File: src/common/stp_pkg.sv
package stp_pkg;

  localparam int          DATA_W         = 32;
  localparam int          TENS_W         = 16;
  localparam int          CNT_W          = 16;
  localparam int          SEC_MAX        = 4;
  localparam int          SEC_IDX_W      = 2;
  localparam int          TOT_W          = CNT_W + SEC_IDX_W;

  localparam logic [11:0] ADDR_CTRL      = 12'h000;
  localparam logic [11:0] ADDR_TIMEOUT   = 12'h004;
  localparam logic [11:0] ADDR_STATUS    = 12'h008;
  localparam logic [11:0] ADDR_RUN       = 12'h00c;
  localparam logic [11:0] ADDR_SEC_BASE  = 12'h040;
  localparam logic [11:0] ADDR_SEC_END   = 12'h080;
  localparam logic [3:0]  SEC_OFS_COUNT  = 4'h0;
  localparam logic [3:0]  SEC_OFS_THR    = 4'h4;
  localparam logic [3:0]  SEC_OFS_DUR    = 4'h8;

  localparam int          CTRL_UNIT_BIT  = 0;
  localparam int          CTRL_AUTO_BIT  = 1;
  localparam int          CTRL_STOPNC_BIT = 2;
  localparam int          CTRL_SYNCNC_BIT = 3;
  localparam int          CTRL_CCHK_BIT  = 4;
  localparam int          CTRL_OPRST_BIT = 5;
  localparam int          CTRL_SECS_LSB  = 8;

  localparam logic [15:0] TIMEOUT_RESET  = 16'h0064;
  localparam logic [15:0] MAX_THR_OFF    = 16'h0000;
  localparam logic [31:0] PCT_FULL       = 32'h0000_0064;
  localparam logic [2:0]  HSIZE_WORD     = 3'h2;

  localparam int          CLK_PERIOD_NS  = 5;
  localparam int          MS_NS          = 1000000;
  localparam int          MS_CYCLES      = (MS_NS + CLK_PERIOD_NS - 1) / CLK_PERIOD_NS;

  typedef enum logic {
    STP_RUN_IDLE,
    STP_RUN_ACTIVE
  } stp_run_state_t;

  typedef struct packed {
    logic [SEC_IDX_W-1:0] sections_m1;
    logic                 count_check;
    logic                 sync_nc;
    logic                 stop_nc;
    logic                 auto_clear;
    logic                 unit_auto;
  } stp_ctrl_t;

  localparam stp_ctrl_t   CTRL_RESET     = '{sections_m1: '0, count_check: 1'b1, sync_nc: 1'b0,
                                             stop_nc: 1'b0, auto_clear: 1'b0, unit_auto: 1'b0};

  typedef struct packed {
    logic [CNT_W-1:0]  point_count;
    logic [TENS_W-1:0] max_thr;
    logic [TENS_W-1:0] min_thr;
    logic [15:0]       max_dur;
    logic [15:0]       min_dur;
  } stp_section_t;

  typedef struct packed {
    logic count;
    logic overtension;
    logic underlength;
  } stp_faults_t;

endpackage : stp_pkg

File: src/rtl/stp_pulse_meter.sv
module stp_pulse_meter (
  input  wire logic        hclk,
  input  wire logic        hresetn,
  input  wire logic        ms_tick,
  input  wire logic        window_start,
  input  wire logic        above_min,
  input  wire logic        above_max,
  output logic      [15:0] min_ms,
  output logic      [15:0] max_ms,
  output logic             pulse_start
);
  import stp_pkg::*;

  logic [15:0] min_ms_reg;
  logic [15:0] min_ms_next;
  logic [15:0] max_ms_reg;
  logic [15:0] max_ms_next;
  logic        above_prev_reg;
  logic        pulse_start_reg;
  logic        pulse_start_next;

  // millisecond ticks above each threshold in the open window, saturating
  always_comb begin
    min_ms_next      = min_ms_reg;
    max_ms_next      = max_ms_reg;
    pulse_start_next = above_min & ~above_prev_reg;
    if (window_start) begin
      min_ms_next = '0;
      max_ms_next = '0;
    end else if (ms_tick) begin
      if (above_min && min_ms_reg != 16'hffff) begin
        min_ms_next = min_ms_reg + 16'h0001;
      end
      if (above_max && max_ms_reg != 16'hffff) begin
        max_ms_next = max_ms_reg + 16'h0001;
      end
    end
  end

  always_ff @(posedge hclk or negedge hresetn) begin
    if (!hresetn) begin
      min_ms_reg      <= '0;
      max_ms_reg      <= '0;
      above_prev_reg  <= 1'b0;
      pulse_start_reg <= 1'b0;
    end else begin
      min_ms_reg      <= min_ms_next;
      max_ms_reg      <= max_ms_next;
      above_prev_reg  <= above_min;
      pulse_start_reg <= pulse_start_next;
    end
  end

  assign min_ms      = min_ms_reg;
  assign max_ms      = max_ms_reg;
  assign pulse_start = pulse_start_reg;

endmodule : stp_pulse_meter

File: config.mk
export PLATFORM = sky130hd
export DESIGN_NAME = stp_pulse_meter
export DESIGN_NICKNAME = d
export VERILOG_FILES = /design/src/common/stp_pkg.sv /design/src/rtl/stp_pulse_meter.sv
export SDC_FILE = /design/constraint.sdc
export NUM_CORES = 1
export LEC_CHECK = 0
export CELL_PAD_IN_SITES_DETAIL_PLACEMENT = 0
export CELL_PAD_IN_SITES_GLOBAL_PLACEMENT = 1
export CORE_ASPECT_RATIO = 0.7
export CORE_MARGIN = 4
export CORE_UTILIZATION = 47
export CTS_CLUSTER_SIZE = 14
export DETAILED_ROUTE_END_ITERATION = 8
export DONT_BUFFER_PORTS = 1
export PLACE_DENSITY_LB_ADDON = 0.15
export SKIP_LAST_GASP = 1
export SYNTH_ARGS = -nofsm -noshare
export SYNTH_HDL_FRONTEND = slang
export SYNTH_SLANG_ARGS = --single-unit
File: constraint.sdc
create_clock -name hclk -period 2.2 [get_ports hclk]
set_clock_uncertainty 0.1 [all_clocks]
set_input_delay 0 -clock hclk [delete_from_list [all_inputs] [get_ports hclk]]
set_output_delay 0 -clock hclk [all_outputs]
set_load 0.1 [all_outputs]
Word-level counts from Yosys, hierarchy flattened. Cells that the tools add are included.

Bits of input ports: 6. Register bits: 34. RAM bits: 0. ROM bits: 0. Output and inout port bits: 33. Bits in latches: 0. Memories: 0.

Shift operators: 0. $lt $le $gt $ge: 0. $mul: 0. Muxes and demuxes: 6. Add/subtract/negate cells: 2. Bitwise gates (word level): 2. Equal/unequal tests: 2. Reductions and logical operators: 7. Divide/modulo/power cells: 0.

Operator list (count): 16-bit 2-to-1 mux (6); 16-bit by 1-bit adder with 16-bit output, second input constant (2); 16-bit != test, second input constant (2); 2-bit nonzero test (3); 2-bit AND reduction (2); 1-bit logical AND (2); 1-bit bitwise AND (1); 1-bit NOT (1).

Longest topological paths before layout.
Depth in word-level cells: 5. Mapped depth: 6. Gate-level depth less buffers: 5.

Worst setup path before layout. OpenSTA, ideal clock, no wires.

Path type: register to register. Start: register max_ms_reg[4] (netlist: max_ms[4]). End: register max_ms_reg[13] (netlist: max_ms[13]). Arrival time: 2.230 ns. Stages on the path, launching flop included: 6. Clock period less this slack: 2.454 ns. Slack: -0.254 ns. Cell sequence: dfrtp_1 and4_1 buf_6 nand4_4 nor4_1 mux2_2.

Cells in the longest elaborated chain, start to end: 4. Elaborated cells on any way between the ends: 8. Classes of those cells: 1 x add/sub; 1 x eq/ne; 3 x mux; 3 x reduce/logical.

RTL lines: start: declaration (line stp_pulse_meter.sv:16) `logic [15:0] max_ms_reg;`; start signal: assignment (line stp_pulse_meter.sv:48) `max_ms_reg <= max_ms_next;`; 16-bit by 1-bit adder with 16-bit output or 16-bit != test (tied branches) (line stp_pulse_meter.sv:35, stp_pulse_meter.sv:34); 16-bit 2-to-1 mux or 1-bit logical AND (tied branches) (line stp_pulse_meter.sv:34) `if (above_max && max_ms_reg != 16'hffff) begin`; 16-bit 2-to-1 mux or 2-bit nonzero test (tied branches); 16-bit 2-to-1 mux or 2-bit AND reduction (tied branches).

Several ways; a longest one is shown, not always the timed one. The select of a mux whose other input is x is not followed. A chain may end at the register's enable or synchronous reset.

Worst setup path in the final report.
Start: register min_ms_reg[1] (netlist: min_ms[1]). End: register min_ms_reg[6] (netlist: min_ms[6]).

Cells in the longest elaborated chain, start to end: 4. Elaborated cells on any way between the ends: 8. Classes of those cells: 1 x add/sub; 1 x eq/ne; 3 x mux; 3 x reduce/logical.

RTL lines: start: declaration (line stp_pulse_meter.sv:14) `logic [15:0] min_ms_reg;`; start signal: assignment (line stp_pulse_meter.sv:47) `min_ms_reg <= min_ms_next;`; 16-bit by 1-bit adder with 16-bit output or 16-bit != test (tied branches) (line stp_pulse_meter.sv:32, stp_pulse_meter.sv:31); 16-bit 2-to-1 mux or 1-bit logical AND (tied branches) (line stp_pulse_meter.sv:31) `if (above_min && min_ms_reg != 16'hffff) begin`; 16-bit 2-to-1 mux or 2-bit nonzero test (tied branches); 16-bit 2-to-1 mux or 2-bit AND reduction (tied branches).

Several ways; a longest one is shown, not always the timed one. The select of a mux whose other input is x is not followed.

==> results.cfg <==
[routing]
vias = 1812
wire_per_inst_um = 17.4
routed_wirelength_um = 5070
ant_nets = 0
firstDrtPassIters = 4
dr.first_iter.drc_count = 164
drc = 0
viasPerCell = 6.23

[global_route]
grt_busiest_layer = met2
grt_pass1_wl_um = 8200
use_met3 = 0.0535
grt_usage = 0.202
grt_overflow = 0
grt_use_met2 = 0.337
grt_max_degree = 37
grt_antenna_before_repair = 0
grt_pass1_vias = 1710
grt_util_met1 = 0.265

[floorplanning]
initial_core_util = 0.488
fp.coreArea_mm2 = 0.00390
chipWidth_um = 84.0
dieArea_mm2 = 0.00514
num_rows = 19
ioPinCount = 39
dieHeight_um = 61.2

[final_layout]
design_area_mm2 = 0.00239
fin_cells = 291
layout-drive-gt1-share = 0.339
area_growth_pct = 25.9
n_antenna_cell = 0
nets = 246

[critical_path]
critPathKind = reg2reg
cp.arrival_ns = 2.15
crit_chain = ha_1 -> and3_1 -> and4bb_1 -> or4_1 -> a21oi_1
worst_setup_path_end_kind = flop
cpMaxStageDelayCell = or4_1
path_max_fanout = 14
worstPathRequired_ns = 2.30
slowest_delay_ns = 0.54
cp-start-kind = flop

[synthesis]
synth_flop_cell = dfrtp_1
synth_commonest_cells = dfrtp_1 (34), a21oi_1 (26), or4_1 (14)
synth_edf_count = 0
synth_warnings = 0
synth_top_area_frac = 0.447
postSynth.asyncResetShare = 1.00
yosys.area.top_type = dfrtp_1
ys_seq_area_frac = 0.447
syn-num-nets = 207
synth.distinct_cells = 38
synth_cells = 199
ys_ff_latch = 34
avgSynthCellArea_um2 = 9.56
synth_area_mm2 = 0.00190
yosysMostFrequentCell = dfrtp_1
ys_top_cells_by_area = dfrtp_1 (45%), a21oi_1 (6.8%), or4_1 (5.5%), o31ai_1 (5.1%), nand4_1 (3.0%)

[clock_network]
cts_sinks = 34
cts_tree = yes
clk_pin_slew_ns = 0.08
cts_resized = 0
numCtsBuffers = 5
cts_root_buf = clkbuf_8
cts_setup_buffers = 0
insertion_delay_ns = 0.28
htreeDepth = 2
cts_hold_buf = 7
clockBufferDepth = 2

[pwr]
vdd_drop_max_mv = 0.406
p_leak_nw = 0.959
p_per_area_mw_per_mm2 = 508

[placed_design]
dp_hpwl_um = 3610
dpl_cell_area_mm2 = 0.00221
place_ws_ns = 0.186
port_buffers = 0
dp.cells = 276
place_congestion = 0.792

[timing]
setup_ws_ns = 0.156
fmax_ghz = 0.489
period_minus_slack_ns = 2.04
worst_pin_slew_ns = 0.876
hold_ws_ns = 0.0520
setup_violations = 0
totalNegativeSetupSlack_ns = 0
final-hold-violation-count = 0
relSlewSlack = 0.417
fin_crit_sh = 0.929
slew_violations = 0
rsz0062_at_grt = no

[status]
status = finished, final reports clean

[hold_path]
holdCritPathClass = in2async

[flow_run]
max-cap-violations = 0
## final timing paths
path                                           from                endpoint  slack [ns]  cells past startpoint
max                           min_ms[1]$_DFFE_PN0P_   min_ms[6]$_DFFE_PN0P_        0.16                      5
min                                         hresetn  max_ms[10]$_DFFE_PN0P_        0.05                      2
max reg2reg                   min_ms[1]$_DFFE_PN0P_   min_ms[6]$_DFFE_PN0P_        0.16                      5
min reg2reg                above_prev_reg$_DFF_PN0_   pulse_start$_DFF_PN0_        0.31                      1
max in group asynchronous                   hresetn   min_ms[8]$_DFFE_PN0P_        1.73                      2
min in group hclk                         above_min   min_ms[0]$_DFFE_PN0P_        0.11                      3
## cells in the final DEF (no fill, tap or decap), types with 8 or more instances in the layout
cell type	synthesis	final
a21oi_1	26	26
buf_4	0	34
dfrtp_2	0	27
nand2_1	12	12
nand3_1	9	9
nand4_1	9	9
nor2_1	10	10
o21ai_0	8	8
o31ai_1	13	13
or4_1	14	14
## critical path: cells and delay by family (launching register included)
family | cells | cell delay [ns]
simple gates | 3 | 1.08
fa+ha+maj | 1 | 0.21
compound gates | 1 | 0.15
flops | 1 | 0.43
## where the power goes
| group | leakage [nW] | switching (mW) | total (mW) | internal, mW |
|---|---|---|---|---|
| combinational | 0.485 | 0.0665 | 0.0922 | 0.0257 |
| clock | 0.0482 | 0.229 | 0.482 | 0.253 |
| sequential | 0.426 | 0.0112 | 0.641 | 0.630 |
| total | 0.959 | 0.307 | 1.22 | 0.909 |
## final cells by class
cell class | instances | area, um^2
clock inverter | 1 | 5.00
sequential | 34 | 885
tap | 52 | 65.1
inverter | 3 | 11.3
timing repair buffer | 41 | 345
fill | 333 | 1510
multi-input combinational | 153 | 996
clock buffer | 7 | 86.3
## per-stage QoR
step / power (mW) / util
3_3_place_gp: 0.705 / 0.567
6_report: 1.22 / 0.614
2_1_floorplan: 0.705 / -
3_5_place_dp: 0.707 / 0.567
4_1_cts: 1.22 / 0.614
5_1_grt: 1.26 / 0.614
## metal layers
layer | vias up | share of wire
li1 | 858 | -
met1 | 888 | 0.44
met2 | 61 | 0.49
met3 | 5 | 0.068
met4 | 0 | 0.0067
met5 | - | 0
## kinds of logic (layout without fill, tap and decap cells)
family,count (synthesis),after routing,share of synthesized area
AND/OR/NAND/NOR,91,91,0.310
AO/OA/AOI/OAI,55,55,0.173
flip-flops,34,34,0.447
buffers and inverters,12,52,0.0289
multiplexers,4,4,0.0230
adder cells (fa/ha/maj),2,2,0.0132
XOR/XNOR,1,1,0.00461
Note: power is estimated with default switching activity, not from simulation.
